===== src/mdqs_regs.svh =====
// Register offsets, field positions and reset values of the MAC DMA queue and status block
// Summary of operation
// - Collision sets tx collision flag, W1C
// - Used descriptor fetch sets tx used flag
// - Status write one clears, never sets
// - Rx pointer write loads start, read current
// - Pointer advances per buffer, wraps 1024/wrap
// - Tx pointer write ignored while transmitting
// - Tx pointer reads current frame's first descriptor
// - Rx overrun flag set, buffer recovered
// - Frame stored sets frame received flag
// - Every failed buffer fetch sets no-buffer
// - Reading interrupt flags clears all but same-cycle sets
// - Pause countdown zero sets bit 13
// - Valid pause frame sets bit 12
// - Bus error response sets bit 11
// - Interrupt flag layout bits 13..10, 7..0
// - Rx overrun status sets overrun interrupt
// - Three causes set tx underrun interrupt
// - Management done sets bit 0
`ifndef MDQS_REGS_SVH
`define MDQS_REGS_SVH
`define MDQS_OFF_TXST     8'h14
`define MDQS_OFF_RXQ      8'h18
`define MDQS_OFF_TXQ      8'h1C
`define MDQS_OFF_RXST     8'h20
`define MDQS_OFF_IRQ      8'h24
`define MDQS_TXST_USED    0
`define MDQS_TXST_COL     1
`define MDQS_TXST_RETRY   2
`define MDQS_TXST_ACT     3
`define MDQS_TXST_BEX     4
`define MDQS_TXST_COMP    5
`define MDQS_TXST_UND     6
`define MDQS_RXST_NOBUF   0
`define MDQS_RXST_FRAME   1
`define MDQS_RXST_OVER    2
`define MDQS_IRQ_MGMT     0
`define MDQS_IRQ_RXDONE   1
`define MDQS_IRQ_RXUSED   2
`define MDQS_IRQ_TXUSED   3
`define MDQS_IRQ_TXUND    4
`define MDQS_IRQ_RETRY    5
`define MDQS_IRQ_TXFAULT  6
`define MDQS_IRQ_TXDONE   7
`define MDQS_IRQ_RXOVER   10
`define MDQS_IRQ_BUSERR   11
`define MDQS_IRQ_PAUSERX  12
`define MDQS_IRQ_PAUSEZ   13
`define MDQS_RST_WORD  32'h00000000
`define MDQS_DESC_NUM  1024
`endif


===== src/mdqs_pkg.sv =====
// Types shared by the MAC DMA queue and status block
package mdqs_pkg;
  typedef logic [31:0] mdqs_word_t;  // Register bus word
  typedef logic [29:0] mdqs_waddr_t; // Word address of a descriptor
  typedef logic [9:0]  mdqs_idx_t;   // Descriptor index in a queue
endpackage : mdqs_pkg


===== src/mdqs_top.sv =====
// MAC DMA descriptor queue pointers and transmit, receive and interrupt status flags
//
// Design decision made here: the address-and-strobe port.
`timescale 1ns/1ns
`default_nettype none
`include "mdqs_regs.svh"
module mdqs_top
  import mdqs_pkg::*;
#(
  parameter int DESC_NUM = `MDQS_DESC_NUM
) (
  input  wire logic        mclk,
  input  wire logic        resetn,
  input  wire logic [7:0]  reg_addr,
  input  wire logic [31:0] reg_wdata,
  input  wire logic        reg_wr,
  input  wire logic        reg_rd,
  output var  logic [31:0] reg_rdata,
  input  wire logic        tx_active,
  input  wire logic        tx_collision,
  input  wire logic        tx_used_seen,
  input  wire logic        tx_underrun_evt,
  input  wire logic        tx_done_evt,
  input  wire logic        tx_error_evt,
  input  wire logic        retry_limit_evt,
  input  wire logic        tx_buf_consumed,
  input  wire logic        tx_wrap,
  input  wire logic        rx_overrun_evt,
  input  wire logic        rx_frame_stored,
  input  wire logic        rx_no_buffer_evt,
  input  wire logic        rx_buf_consumed,
  input  wire logic        rx_wrap,
  input  wire logic        pause_zero_evt,
  input  wire logic        pause_rx_evt,
  input  wire logic        bus_error_evt,
  input  wire logic        mgmt_done_evt,
  output var  logic [31:0] rx_desc_addr,
  output var  logic [31:0] tx_desc_addr
);

  // Index counters are 10 bits wide, so deeper queues cannot be served
  if (DESC_NUM < 2 || DESC_NUM > `MDQS_DESC_NUM) begin : g_bad_depth
    $error("DESC_NUM out of range");
  end

  localparam mdqs_idx_t IDX_LAST = mdqs_idx_t'(DESC_NUM - 1);

  // Next descriptor index after one buffer is used up
  function automatic mdqs_idx_t step_idx(input mdqs_idx_t idx, input logic wrap);
    if (wrap || idx == IDX_LAST) begin
      step_idx = '0;
    end else begin
      step_idx = idx + 10'h001;
    end
  endfunction : step_idx

  // Descriptor byte address: two words per descriptor above the loaded start
  function automatic mdqs_word_t desc_addr(input mdqs_waddr_t base, input mdqs_idx_t idx);
    mdqs_waddr_t w;
    w = base + mdqs_waddr_t'({idx, 1'b0});
    desc_addr = {w, 2'b00};
  endfunction : desc_addr

  // Register bus decode
  logic wr_txst;           // Write to tx status
  logic wr_rxst;           // Write to rx status
  logic wr_rxq;            // Write to rx pointer
  logic wr_txq;            // Accepted write to tx pointer
  logic rd_irq;            // Read of interrupt flags
  assign wr_txst = reg_wr && reg_addr == `MDQS_OFF_TXST;
  assign wr_rxst = reg_wr && reg_addr == `MDQS_OFF_RXST;
  assign wr_rxq  = reg_wr && reg_addr == `MDQS_OFF_RXQ;
  assign wr_txq  = reg_wr && reg_addr == `MDQS_OFF_TXQ && !tx_active;
  assign rd_irq  = reg_rd && reg_addr == `MDQS_OFF_IRQ;

  // Queue pointer state
  mdqs_waddr_t rx_base;    // Loaded rx queue start
  mdqs_idx_t   rx_idx;     // Current rx descriptor
  mdqs_waddr_t tx_base;    // Loaded tx queue start
  mdqs_idx_t   tx_idx;     // Current tx descriptor
  mdqs_idx_t   tx_first;   // First descriptor of current frame
  mdqs_waddr_t next_rx_base;
  mdqs_idx_t   next_rx_idx;
  mdqs_waddr_t next_tx_base;
  mdqs_idx_t   next_tx_idx;
  mdqs_idx_t   next_tx_first;

  // Pointer next values; a load wins over a buffer used up in the same cycle
  always_comb begin
    next_rx_base  = rx_base;
    next_rx_idx   = rx_idx;
    next_tx_base  = tx_base;
    next_tx_idx   = tx_idx;
    next_tx_first = tx_first;
    // Overrun buffer is recovered, so the pointer stays put
    if (wr_rxq) begin
      next_rx_base = reg_wdata[31:2];
      next_rx_idx  = '0;
    end else if (rx_buf_consumed && !rx_overrun_evt) begin
      next_rx_idx = step_idx(rx_idx, rx_wrap);
    end
    // Tx pointer only moves by software while idle
    if (wr_txq) begin
      next_tx_base  = reg_wdata[31:2];
      next_tx_idx   = '0;
      next_tx_first = '0;
    end else begin
      if (tx_buf_consumed) begin
        next_tx_idx = step_idx(tx_idx, tx_wrap);
      end
      // Frame done: next frame starts at the following descriptor
      if (tx_done_evt) begin
        next_tx_first = next_tx_idx;
      end
    end
  end

  // Pointer registers
  always_ff @(posedge mclk or negedge resetn) begin
    if (!resetn) begin
      rx_base  <= '0;
      rx_idx   <= '0;
      tx_base  <= '0;
      tx_idx   <= '0;
      tx_first <= '0;
    end else begin
      rx_base  <= next_rx_base;
      rx_idx   <= next_rx_idx;
      tx_base  <= next_tx_base;
      tx_idx   <= next_tx_idx;
      tx_first <= next_tx_first;
    end
  end

  // Addresses handed to the DMA engines
  always_comb begin
    rx_desc_addr = desc_addr(rx_base, rx_idx);
    tx_desc_addr = desc_addr(tx_base, tx_idx);
  end

  // Status flags
  logic [6:0]  tx_status;  // Tx status, bit 3 unused (live level)
  logic [2:0]  rx_status;  // Rx status
  logic [13:0] irq_flags;  // Interrupt flags, bits 9:8 stay zero
  logic [6:0]  next_tx_status;
  logic [2:0]  next_rx_status;
  logic [13:0] next_irq_flags;
  logic [6:0]  tx_set;     // Tx status set events
  logic [2:0]  rx_set;     // Rx status set events
  logic [13:0] irq_set;    // Interrupt set events

  // Set events; a set always wins over any clear in the same cycle
  always_comb begin
    tx_set = '0;
    tx_set[`MDQS_TXST_USED]  = tx_used_seen;
    tx_set[`MDQS_TXST_COL]   = tx_collision;
    tx_set[`MDQS_TXST_RETRY] = retry_limit_evt;
    tx_set[`MDQS_TXST_BEX]   = tx_error_evt;
    tx_set[`MDQS_TXST_COMP]  = tx_done_evt;
    tx_set[`MDQS_TXST_UND]   = tx_underrun_evt;
    rx_set = '0;
    rx_set[`MDQS_RXST_NOBUF] = rx_no_buffer_evt;
    rx_set[`MDQS_RXST_FRAME] = rx_frame_stored;
    rx_set[`MDQS_RXST_OVER]  = rx_overrun_evt;
    irq_set = '0;
    irq_set[`MDQS_IRQ_MGMT]    = mgmt_done_evt;
    irq_set[`MDQS_IRQ_RXDONE]  = rx_frame_stored;
    irq_set[`MDQS_IRQ_RXUSED]  = rx_no_buffer_evt;
    irq_set[`MDQS_IRQ_TXUSED]  = tx_used_seen;
    irq_set[`MDQS_IRQ_TXUND]   = tx_underrun_evt || (bus_error_evt && tx_active) || wr_txq;
    irq_set[`MDQS_IRQ_RETRY]   = retry_limit_evt;
    irq_set[`MDQS_IRQ_TXFAULT] = tx_error_evt;
    irq_set[`MDQS_IRQ_TXDONE]  = tx_done_evt;
    irq_set[`MDQS_IRQ_RXOVER]  = rx_overrun_evt;
    irq_set[`MDQS_IRQ_BUSERR]  = bus_error_evt;
    irq_set[`MDQS_IRQ_PAUSERX] = pause_rx_evt;
    irq_set[`MDQS_IRQ_PAUSEZ]  = pause_zero_evt;
  end

  // Flag next values: write one clears, read clears the interrupt flags
  always_comb begin
    next_tx_status = tx_status;
    next_rx_status = rx_status;
    next_irq_flags = irq_flags;
    if (wr_txst) begin
      next_tx_status = tx_status & ~reg_wdata[6:0];
    end
    if (wr_rxst) begin
      next_rx_status = rx_status & ~reg_wdata[2:0];
    end
    if (rd_irq) begin
      next_irq_flags = '0;
    end
    next_tx_status = next_tx_status | tx_set;
    next_rx_status = next_rx_status | rx_set;
    next_irq_flags = next_irq_flags | irq_set;
    next_tx_status[`MDQS_TXST_ACT] = 1'b0;
  end

  // Flag registers
  always_ff @(posedge mclk or negedge resetn) begin
    if (!resetn) begin
      tx_status <= '0;
      rx_status <= '0;
      irq_flags <= '0;
    end else begin
      tx_status <= next_tx_status;
      rx_status <= next_rx_status;
      irq_flags <= next_irq_flags;
    end
  end

  // Read data: valid the cycle after the strobe, zero otherwise
  mdqs_word_t next_rdata;
  always_comb begin
    next_rdata = '0;
    if (!reg_rd) begin
      next_rdata = '0;
    end else if (reg_addr == `MDQS_OFF_TXST) begin
      next_rdata = {25'h0000000, tx_status[6:4], tx_active, tx_status[2:0]};
    end else if (reg_addr == `MDQS_OFF_RXQ) begin
      next_rdata = desc_addr(rx_base, rx_idx);
    end else if (reg_addr == `MDQS_OFF_TXQ) begin
      next_rdata = desc_addr(tx_base, tx_first);
    end else if (reg_addr == `MDQS_OFF_RXST) begin
      next_rdata = {29'h00000000, rx_status};
    end else if (reg_addr == `MDQS_OFF_IRQ) begin
      next_rdata = {18'h00000, irq_flags};
    end
  end

  // Read data register
  always_ff @(posedge mclk or negedge resetn) begin
    if (!resetn) begin
      reg_rdata <= `MDQS_RST_WORD;
    end else begin
      reg_rdata <= next_rdata;
    end
  end

  // Busy transmitter keeps its queue start
  tx_lock_a: assert property (@(posedge mclk) disable iff (!resetn)
    (reg_wr && reg_addr == `MDQS_OFF_TXQ && tx_active) |=> $stable(tx_base))
    else $error("tx pointer changed while active");

  // Rx status write never raises a bit
  rxst_noset_a: assert property (@(posedge mclk) disable iff (!resetn)
    (wr_rxst && rx_set == 3'h0) |=> (rx_status & ~$past(rx_status)) == 3'h0)
    else $error("rx status bit set by a write");

  // Read clears the interrupt flags
  irq_clear_a: assert property (@(posedge mclk) disable iff (!resetn)
    (rd_irq && irq_set == 14'h0000) |=> irq_flags == 14'h0000)
    else $error("interrupt flags not cleared by read");

  // Pause zero survives a clearing read
  irq_keep_a: assert property (@(posedge mclk) disable iff (!resetn)
    pause_zero_evt |=> irq_flags[`MDQS_IRQ_PAUSEZ])
    else $error("pause zero flag lost");

  // Collision beats a clearing write
  col_set_a: assert property (@(posedge mclk) disable iff (!resetn)
    tx_collision |=> tx_status[`MDQS_TXST_COL] ##1 (tx_status[`MDQS_TXST_COL] || $past(wr_txst)))
    else $error("collision flag lost");

  // Every failed fetch marks no buffer
  nobuf_set_a: assert property (@(posedge mclk) disable iff (!resetn)
    rx_no_buffer_evt |=> rx_status[`MDQS_RXST_NOBUF] && irq_flags[`MDQS_IRQ_RXUSED])
    else $error("no-buffer flag not set");

  // Rx pointer wraps to the loaded start
  rx_wrap_a: assert property (@(posedge mclk) disable iff (!resetn)
    (rx_buf_consumed && rx_wrap && !rx_overrun_evt && !wr_rxq) |=> rx_idx == 10'h000)
    else $error("rx pointer did not wrap");

  // Rx pointer steps one descriptor per buffer
  rx_step_a: assert property (@(posedge mclk) disable iff (!resetn)
    (rx_buf_consumed && !rx_wrap && !rx_overrun_evt && !wr_rxq && rx_idx != IDX_LAST)
    |=> rx_desc_addr == $past(rx_desc_addr) + 32'h00000008)
    else $error("rx pointer step wrong");

  // Rx pointer read returns the loaded start
  rx_load_a: assert property (@(posedge mclk) disable iff (!resetn)
    wr_rxq ##1 (reg_rd && reg_addr == `MDQS_OFF_RXQ && !rx_buf_consumed)
    |=> reg_rdata == {$past(reg_wdata[31:2], 2), 2'b00})
    else $error("rx pointer read wrong");

  // Accepted tx pointer write flags underrun
  underrun_set_a: assert property (@(posedge mclk) disable iff (!resetn)
    wr_txq |=> irq_flags[`MDQS_IRQ_TXUND])
    else $error("tx underrun not flagged");

  // Used descriptor fetch marks status and interrupt
  used_set_a: assert property (@(posedge mclk) disable iff (!resetn)
    tx_used_seen |=> tx_status[`MDQS_TXST_USED] && irq_flags[`MDQS_IRQ_TXUSED])
    else $error("tx used flag not set");

  // Stored frame marks status and interrupt
  frame_set_a: assert property (@(posedge mclk) disable iff (!resetn)
    rx_frame_stored |=> rx_status[`MDQS_RXST_FRAME] && irq_flags[`MDQS_IRQ_RXDONE])
    else $error("frame received flag not set");

  // Overrun status comes with its interrupt
  overrun_set_a: assert property (@(posedge mclk) disable iff (!resetn)
    rx_overrun_evt |=> rx_status[`MDQS_RXST_OVER] && irq_flags[`MDQS_IRQ_RXOVER])
    else $error("overrun flag not set");

  // Bus error response marks its interrupt
  bus_err_a: assert property (@(posedge mclk) disable iff (!resetn)
    bus_error_evt |=> irq_flags[`MDQS_IRQ_BUSERR])
    else $error("bus error flag not set");

endmodule : mdqs_top
`default_nettype wire


===== config.mk =====
export PLATFORM = sky130hd
export DESIGN_NAME = mdqs_top
export DESIGN_NICKNAME = d
export VERILOG_FILES = /design/src/mdqs_pkg.sv /design/src/mdqs_top.sv
export VERILOG_INCLUDE_DIRS = /design/src
export SDC_FILE = /design/constraint.sdc
export NUM_CORES = 1
export LEC_CHECK = 0
export BUFFER_PORTS_ARGS = -buffer_cell sky130_fd_sc_hd__buf_2
export CORE_MARGIN = 5
export CORE_UTILIZATION = 51
export DETAILED_ROUTE_END_ITERATION = 8
export PLACE_DENSITY_LB_ADDON = 0.08
export SLEW_MARGIN = 25
export SYNTH_ARGS = -nofsm -noshare
export SYNTH_HDL_FRONTEND = slang
export SYNTH_SLANG_ARGS = --single-unit

===== constraint.sdc =====
create_clock -name mclk -period 2.8 [get_ports mclk]
set_input_delay 0.56 -clock mclk [delete_from_list [all_inputs] [get_ports mclk]]
set_output_delay 0.56 -clock mclk [all_outputs]
set_load 0.005 [all_outputs]

======== Word level (Yosys, flattened, before mapping) ========
Index checks and enable logic that the tools add are counted.
operators by class
  reductions and logical operators ........ 16
  eq/ne operators ......................... 7
  multiplexer cells ....................... 17
  bitwise logic cells ..................... 7
  add/sub/neg operators ................... 5
operators with widths
  kind                                                                    number
  32-bit two-way mux                                                      4
  30-bit by 11-bit adder with 30-bit output                               3
  10-bit two-way mux                                                      8
  14-bit two-way mux                                                      3
  8-bit by 5-bit equality test with 1-bit output (second input constant)  3
  10-bit by 1-bit adder with 10-bit output (second input constant)        2
  10-bit equality test (second input constant)                            2
  8-bit by 6-bit equality test with 1-bit output (second input constant)  2
  14-bit bitwise OR                                                       1
  1-bit logical AND                                                       8
  7-bit bitwise AND                                                       1
  7-bit two-way mux                                                       1
  7-bit NOT                                                               1
  7-bit bitwise OR                                                        1
  1-bit logical OR                                                        4
  2-bit nonzero test                                                      2
  3-bit bitwise AND                                                       1
  3-bit two-way mux                                                       1
  3-bit NOT                                                               1
  3-bit bitwise OR                                                        1
  1-bit logical NOT                                                       2
storage, ports and cells
  logic and storage cells ................. 61
  bits in registers ....................... 145
  input port bits ......................... 62

======== Depth between registers and ports, before layout ========
Gate-level depths: netlist of the first run.
  word-level depth ........................ 7
  mapped depth ............................ 10
  mapped depth without buffers ............ 10

======== Least setup slack after synthesis of the first run ========
OpenSTA, ideal clock, no wires.
  path type ............................... reg2out
  start point ............................. reg tx_idx[0]
  end point ............................... out tx_desc_addr[27]
  data arrival time ....................... 2285 ps
  data required time ...................... 2240 ps
  stages on the path, launching flop included .. 11
  setup slack ............................. -45 ps
  path buffers ............................ 0
  cells stage by stage .................... dfrtp_1 -> ha_1 -> inv_1 -> fa_1 -> nor2b_1 -> nor3_1 -> o21bai_1 -> a2111o_1 -> a221oi_4 -> nor3_1 -> xnor2_1
on the way
  word-level cells in the longest chain between the ends .. 1
ends and longest elaborated chain
  what                                       RTL line         source
  from (decl)                                mdqs_top.sv:80   mdqs_idx_t tx_idx;
  from (signal assigned)                     mdqs_top.sv:130  tx_idx <= next_tx_idx;
  30-bit by 11-bit adder with 30-bit output  mdqs_top.sv:60   w = base + mdqs_waddr_t'({idx, 1'b0});
  to (decl)                                  mdqs_top.sv:38   output var logic [31:0] tx_desc_addr
Every way passes these cells.

======== Worst setup path in the final report of the first run ========
  start point ............................. reg tx_base[1]
  end point ............................... out tx_desc_addr[27]
on the way
  word-level cells in the longest chain between the ends .. 1
ends and longest elaborated chain
  what                                       RTL line         source
  from (decl)                                mdqs_top.sv:79   mdqs_waddr_t tx_base;
  from (signal assigned)                     mdqs_top.sv:129  tx_base <= next_tx_base;
  30-bit by 11-bit adder with 30-bit output  mdqs_top.sv:60
Every way passes these cells.

==> results of run 1 <==
[Yosys cell counts (19+ instances only)]
| cell type | number |
|---|---|
| a21o_1 | 26 |
| a21oi_1 | 35 |
| dfrtp_1 | 143 |
| ha_1 | 32 |
| inv_1 | 19 |
| mux2_2 | 29 |
| nand2_1 | 143 |
| nand3_1 | 35 |
| nor2_1 | 68 |
| nor3_1 | 22 |
| o21ai_0 | 43 |
| xnor2_1 | 58 |
| xor2_1 | 28 |
[power groups by stage]
stage | registers (W) | clock network [W] | logic, W
6_report | 0.00224 | 0.00234 | 0.000890
4_1_cts | 0.00223 | 0.00236 | 0.000853
2_1_floorplan | 0.00225 | 0 | 0.000391
5_1_grt | 0.00225 | 0.00246 | 0.000989
3_5_place_dp | 0.00226 | 0 | 0.000753
3_3_place_gp | 0.00226 | 0 | 0.000739
[through the flow]
stage / total power, W / cells / hold WS, ps / instance area (µm²)
3_5_place_dp: 0.00301 / 1270 / 466 / 9670
4_1_cts: 0.00545 / 1322 / 122 / 10900
5_1_grt: 0.00570 / 1332 / 141 / 11400
6_report: 0.00547 / 1332 / 102 / 11400
3_3_place_gp: 0.00300 / 1270 / 459 / 9670
2_1_floorplan: 0.00264 / 876 / 264 / 8290
[what timing repair did]
| item | 4_1_cts | 5_1_grt |
|---|---|---|
| setup buffers | 19 | 15 |
| endpoints found under the setup margin | 46 | 50 |
| pin swaps | 33 | 44 |
| gates cloned | 2 | 0 |
| gates resized for setup | 86 | 71 |
[layout by cell type, fill, tap and decap left out, types with 18 or more instances in the layout]
master and count:
mux2_2 29, nand3_1 27, buf_4 79, xnor2_2 19, nor2_1 62, xnor2_1 38
dfrtp_1 131, nand2_1 135, buf_2 152, inv_1 18, o21ai_0 37, a21oi_1 24
xor2_1 20, a21o_1 26, ha_1 21
[flip-flops by register name, indices dropped and copies added, names as in the netlist]
name       cells
irq_flags     12
reg_rdata     32
rx_base       30
rx_idx        10
rx_status      3
tx_base       30
tx_first      10
tx_idx        10
tx_status      6
[metal layers]
layer | vias up | global-route usage, %
li1 | 3484 | -
met1 | 3619 | 36.0
met2 | 261 | 44.8
met3 | 49 | 4.82
met4 | 2 | 7.93
met5 | - | 0
[worst reg2reg max path: cells and delay by family (launching register included)]
| family | cells | cell delay (ps) |
|---|---|---|
| fa+ha+maj | 2 | 570 |
| compound gates | 3 | 350 |
| xor+xnor | 1 | 160 |
| flops | 1 | 350 |
| simple gates | 3 | 710 |
| buf+inv | 3 | 350 |
[area by class of cell]
type,count,area [µm²],share of cell area [%]
multi-input cells,673,5190,45.7
flip-flops and latches,143,3590,31.6
well taps,216,270,2.38
clock inverters,11,138,1.21
clock buffers,21,470,4.14
inverters,19,71.3,0.628
repair buffers,249,1620,14.2
[worst paths after layout]
path	start	endpoint	slack, ps	cells after the start
worst max-delay path	tx_base[1]	tx_desc_addr[27]	-520	12
worst min-delay path	resetn	tx_base[16]	100	1
worst max register to register	tx_base[1]	reg_rdata[27]	160	12
worst min register to register	irq_flags[2]	irq_flags[2]	480	1
max in group asynchronous	resetn	rx_base[20]	1980	2
min in group mclk	pause_zero_evt	irq_flags[13]	320	2
[logic make-up after synthesis]
family	after synthesis	share of synthesized area, %
AOI/OAI and AO/OA	168	13.5
DFF	143	43.4
adders and majority gates	35	5.58
buffers and inverters	61	3.70
xor gates and xnor gates	86	9.13
other	1	0.0454
and+or+nand+nor	347	20.4
muxes	32	4.32
==> out/qor.txt, run 1 <==
Layout area overhead - 37.6%
FF+latch count, synth - 143
maximum vdd drop - 0.424 mV
startpoint class of the critical path - register
net load switching power - 0.00141 W
Async S/R FF share, synth - 100%
pre-CTS WS - -196 ps
largest area contributor in the netlist - dfrtp_1
worst skew pair latency - 420 ps
die width - 137 µm
slack of the critical path - -515 ps
actual slew at the worst max-slew pin - 573 ps
Clock power frac - 42.7%
initial antenna violation count - 1
final WL - 24.9 mm
max cap viols - 0
Clock Skew - 7.50 ps
GP Congestion - 0.953
WS Path Type - register to output pin
WP data required - 2240 ps
aggregate global-route resource usage - 26.8%
M1 WL - 10.5 mm
clk root buf - clkbuf_16
number of core rows - 46
total global routing overflow - 0
Area contributors post-synth - dfrtp_1 43%, nand2_1 6.5%, xnor2_1 6.2%
routed len/inst - 18.7 µm
f_max - 302 MHz
failing checks - negative setup slack
Max-slew headroom - 61.8%
DIE HEIGHT - 137 µm
DRC Markers - 0
Initial Util - 52.0%
H-tree Lvls - 4
Core Util, Final - 71.5%
Worst path max stage delay - 380 ps
Hold Crit Class - input pin to async pin
die area - 18,800 µm²
sequential power share - 41.0%
Synth Area per Inst - 9.45 µm²
Vias/cell - 5.57
Static Leak - 5.53 nW
CTS Buf Count - 17
P_int - 0.00405 W
switching share of power - 25.9%
Synth top area share - 43.4%
TritonCTS clock tree - done
Post-CTS Hold Buffers - 0
Slowest cell on crit path - dfrtp_1
Pre-antenna DRT Iters - 5
nets - 1,200
final period utilization - 118%
layout cells sized above 1 - 39.8%
routed wl met3 - 1.49 mm
critical path arrival - 2760 ps
max-slew violation count - 0
largest net degree at the start of global routing - 60
vias in the first global route - 7,276
worst path cell trace - ha_2 -> inv_2 -> fa_2 -> nor2b_4 -> nor3_4 -> o21bai_1 -> a2111o_1 -> a221oi_4 -> buf_12 -> nor3_1 -> xnor2_1 -> buf_2
CP Capture Type - output pin
first-pass GRT wire length - 39.0 mm
hpwl dp - 17.7 mm
CTS clock-pin slew for the worst setup and hold paths - 60 ps
DR WL met2 - 12.4 mm
Final setup viols - 43
minimum clock period - 3320 ps
diode count - 0
I/O Buffers - 153
status - finished, violations left
highest routed layer - met5
combinational share of power - 16.3%
top_reg_cell synth - dfrtp_1
vias - 7,415
critical path's top delay family - compound AO/OA/AOI/OAI gates
final hold vios - 0
Worst Path Max Fanout - 10
Max Buffers Root-to-Sink - 2
core footprint - 15,900 µm²
pwr/cell area - 481 nW/µm²
FILL cells - 1,199
RSZ-0062 raised after global routing - true
number of flops mapped to enable cells by yosys - 0
synth warn - 0
Post-Synthesis Cells - 873
Netlist cell types - 78
initial drt markers - 539
clk sinks - 143
Setup TNS Final - -12,500 ps
worst path bufs/invs - 3
sequential cell area fraction in the yosys report - 43.4%
antenna-violating nets left - 0
Synth Cell Area - 8250 µm²
IO Pins - 158
Power figures use the tool's default switching activity.
==> run 2, diff against run 1 <==
Settings changed: BUFFER_PORTS_ARGS -buffer_cell sky130_fd_sc_hd__buf_2 to unset, DONT_BUFFER_PORTS set to 1, SKIP_CTS_REPAIR_TIMING set to 1.
==> out/qor.txt, run 2 (synthesis gave the netlist of run 1 again) <==
DIE HEIGHT - 137 µm (unchanged)
total global routing overflow - 0 (unchanged)
antenna-violating nets left - 0 (unchanged)
Final setup viols - 40 (was 43)
IO Pins - 158 (unchanged)
critical path's top delay family - compound AO/OA/AOI/OAI gates (unchanged)
minimum clock period - 3300 ps (was 3320 ps)
final hold vios - 143 (was 0)
max FFs per register - 32 (unchanged)
CP Capture Type - output pin (unchanged)
final WL - 24.2 mm (was 24.9 mm)
aggregate global-route resource usage - 24.7% (was 26.8%)
Worst R2R End - reg_rdata[27] (unchanged)
startpoint class of the critical path - register (unchanged)
H-tree Lvls - 4 (unchanged)
most frequent cells in the layout - 137 x dfrtp_1, 135 x nand2_1, 65 x nor2_1 (was 152 x buf_2, 135 x nand2_1, 131 x dfrtp_1)
max-slew violation count - 0 (unchanged)
Max Buffers Root-to-Sink - 2 (unchanged)
clk sinks - 143 (unchanged)
die width - 137 µm (unchanged)
routed len/inst - 21.1 µm (was 18.7 µm)
Initial Util - 52.0% (unchanged)
clk root buf - clkbuf_16 (unchanged)
fin cells - 1,145 (was 1,332)
R2R Path Start - tx_base[1] (unchanged)
Hold Crit Class - input pin to async pin (unchanged)
status - finished, violations left (unchanged)
WP data required - 2240 ps (about the same)
Layout area overhead - 24.3% (was 37.6%)
diode count - 0 (unchanged)
worst path cell trace - ha_2 -> inv_2 -> fa_2 -> nor2b_4 -> nor3_4 -> o21bai_1 -> a2111o_1 -> a221oi_4 -> buf_12 -> nor3_1 -> xnor2_1 (was ha_2 -> inv_2 -> fa_2 -> nor2b_4 -> nor3_4 -> o21bai_1 -> a2111o_1 -> a221oi_4 -> buf_12 -> nor3_1 -> xnor2_1 -> buf_2)
hpwl dp - 17.4 mm (was 17.7 mm)
slack of the critical path - -503 ps (was -515 ps)
I/O Buffers - 0 (was 153)
failing checks - negative hold slack, negative setup slack (was negative setup slack)
max cap viols - 0 (unchanged)
WS Path Type - register to output pin (unchanged)
worst path bufs/invs - 2 (was 3)
vias in the first global route - 6,662 (was 7,276)
Worst path max stage delay - 410 ps (was 380 ps)
pwr/cell area - 516 nW/µm² (was 481 nW/µm²)
nets - 1,013 (was 1,200)
f_max - 303 MHz (was 302 MHz)
hold_ws - -175 ps (was 102 ps)
register name with the most flops - reg_rdata (unchanged)
RSZ-0062 raised after global routing - true (unchanged)
worst skew pair latency - 430 ps (was 420 ps)
largest net degree at the start of global routing - 144 (was 60)
layout cells sized above 1 - 26.7% (was 39.8%)
Setup TNS Final - -10,470 ps (was -12,500 ps)
flop-to-flop setup slack - 160 ps (about the same)
initial antenna violation count - 0 (was 1)
Slowest cell on crit path - a2111o_1 (was dfrtp_1)
Clock Skew - 6.34 ps (was 7.50 ps)
number of core rows - 46 (unchanged)
worst r2r path cells - 12 (unchanged)
critical path arrival - 2740 ps (was 2760 ps)
CTS clock-pin slew for the worst setup and hold paths - 60 ps (about the same)
Vias/cell - 5.91 (was 5.57)
core footprint - 15,900 µm² (unchanged)
Max-slew headroom - 61.6% (was 61.8%)
DRC Markers - 0 (unchanged)
GP Congestion - 0.903 (was 0.953)
Pre-antenna DRT Iters - 5 (unchanged)
first-pass GRT wire length - 35.8 mm (was 39.0 mm)
most common cell after layout, fill and taps aside - dfrtp_1 (was buf_2)
Worst path depth - 11 (was 12)
pre-CTS WS - -137 ps (was -196 ps)
Top Registers - reg_rdata: 32 flops, rx_base: 30 flops, tx_base: 30 flops (unchanged)
Placed Cells - 1,104 (was 1,270)
Worst Path Max Fanout - 10 (unchanged)
initial drt markers - 423 (was 539)
maximum vdd drop - 0.426 mV (was 0.424 mV)
vias - 6,762 (was 7,415)
TritonCTS clock tree - done (unchanged)
Static Leak - 4.60 nW (was 5.53 nW)
actual slew at the worst max-slew pin - 571 ps (was 573 ps)
CTS Buf Count - 17 (unchanged)
final period utilization - 118% (about the same)
die area - 18,800 µm² (unchanged)
[run 2: cell count changes in the layout (fill, tap and decap cells not counted), moves of 3 or more]
cell | before | now
a21oi_1 | 24 | 27
nor2_1 | 62 | 65
nor2_2 | 4 | 1
buf_6 | 11 | 2
buf_4 | 79 | 54
buf_2 | 152 | 0
dfrtp_1 | 131 | 137
dfrtp_2 | 12 | 6
[run 2: power by group]
| part | internal [W] | switching, W |
|---|---|---|
| clock | 0.00149 | 0.000880 |
| combinational | 0.000343 | 0.000340 |
| sequential | 0.00215 | 0.0000937 |
| total | 0.00398 | 0.00131 |
[run 2: layer usage]
layer  track usage (%)  wire length [µm]  vias to the layer above
met1              30.8              9430                     3378
met3              7.34              2000                       42
met4              7.82               520                        0
met2              41.4             12200                      234
li1                  -                 -                     3108
met5                 0                 0                        -
[run 2: worst register-to-register path, delay by kind of cell, from the launching register on]
kind | cells | cell delay [ps]
xor+xnor | 1 | 170
fa+ha+maj | 2 | 570
compound gates | 3 | 380
simple gates | 3 | 700
flops | 1 | 350
buf+inv | 3 | 360
[run 2: through the flow]
stage	cell area, µm²	total power [W]	util (%)
final	10300	0.00530	64.6
after CTS	9390	0.00519	59.1
after global routing	10300	0.00548	64.6
after detailed placement	8770	0.00283	55.2
after global placement	8770	0.00281	55.2
after floorplan	8290	0.00264	-
[run 2: how the worst max path moves through the flow]
stage                     slack (ps)                to  startpoint
after floorplan                  -30  tx_desc_addr[27]   tx_idx[0]
after global placement           -80  tx_desc_addr[27]  tx_base[1]
after detailed placement        -140  tx_desc_addr[27]  tx_base[1]
after CTS                       -620  tx_desc_addr[27]  tx_base[1]
after global routing            -630  tx_desc_addr[27]  tx_base[1]
final                           -500  tx_desc_addr[27]  tx_base[1]
[run 2: area by class of cell]
class,instances,area (µm²)
clock buffer,22,484
clock inverter,10,134
fill,1274,5620
inverter,19,71.3
multi-input combinational,673,5160
sequential,143,3590
tap,216,270
timing repair buffer,62,553
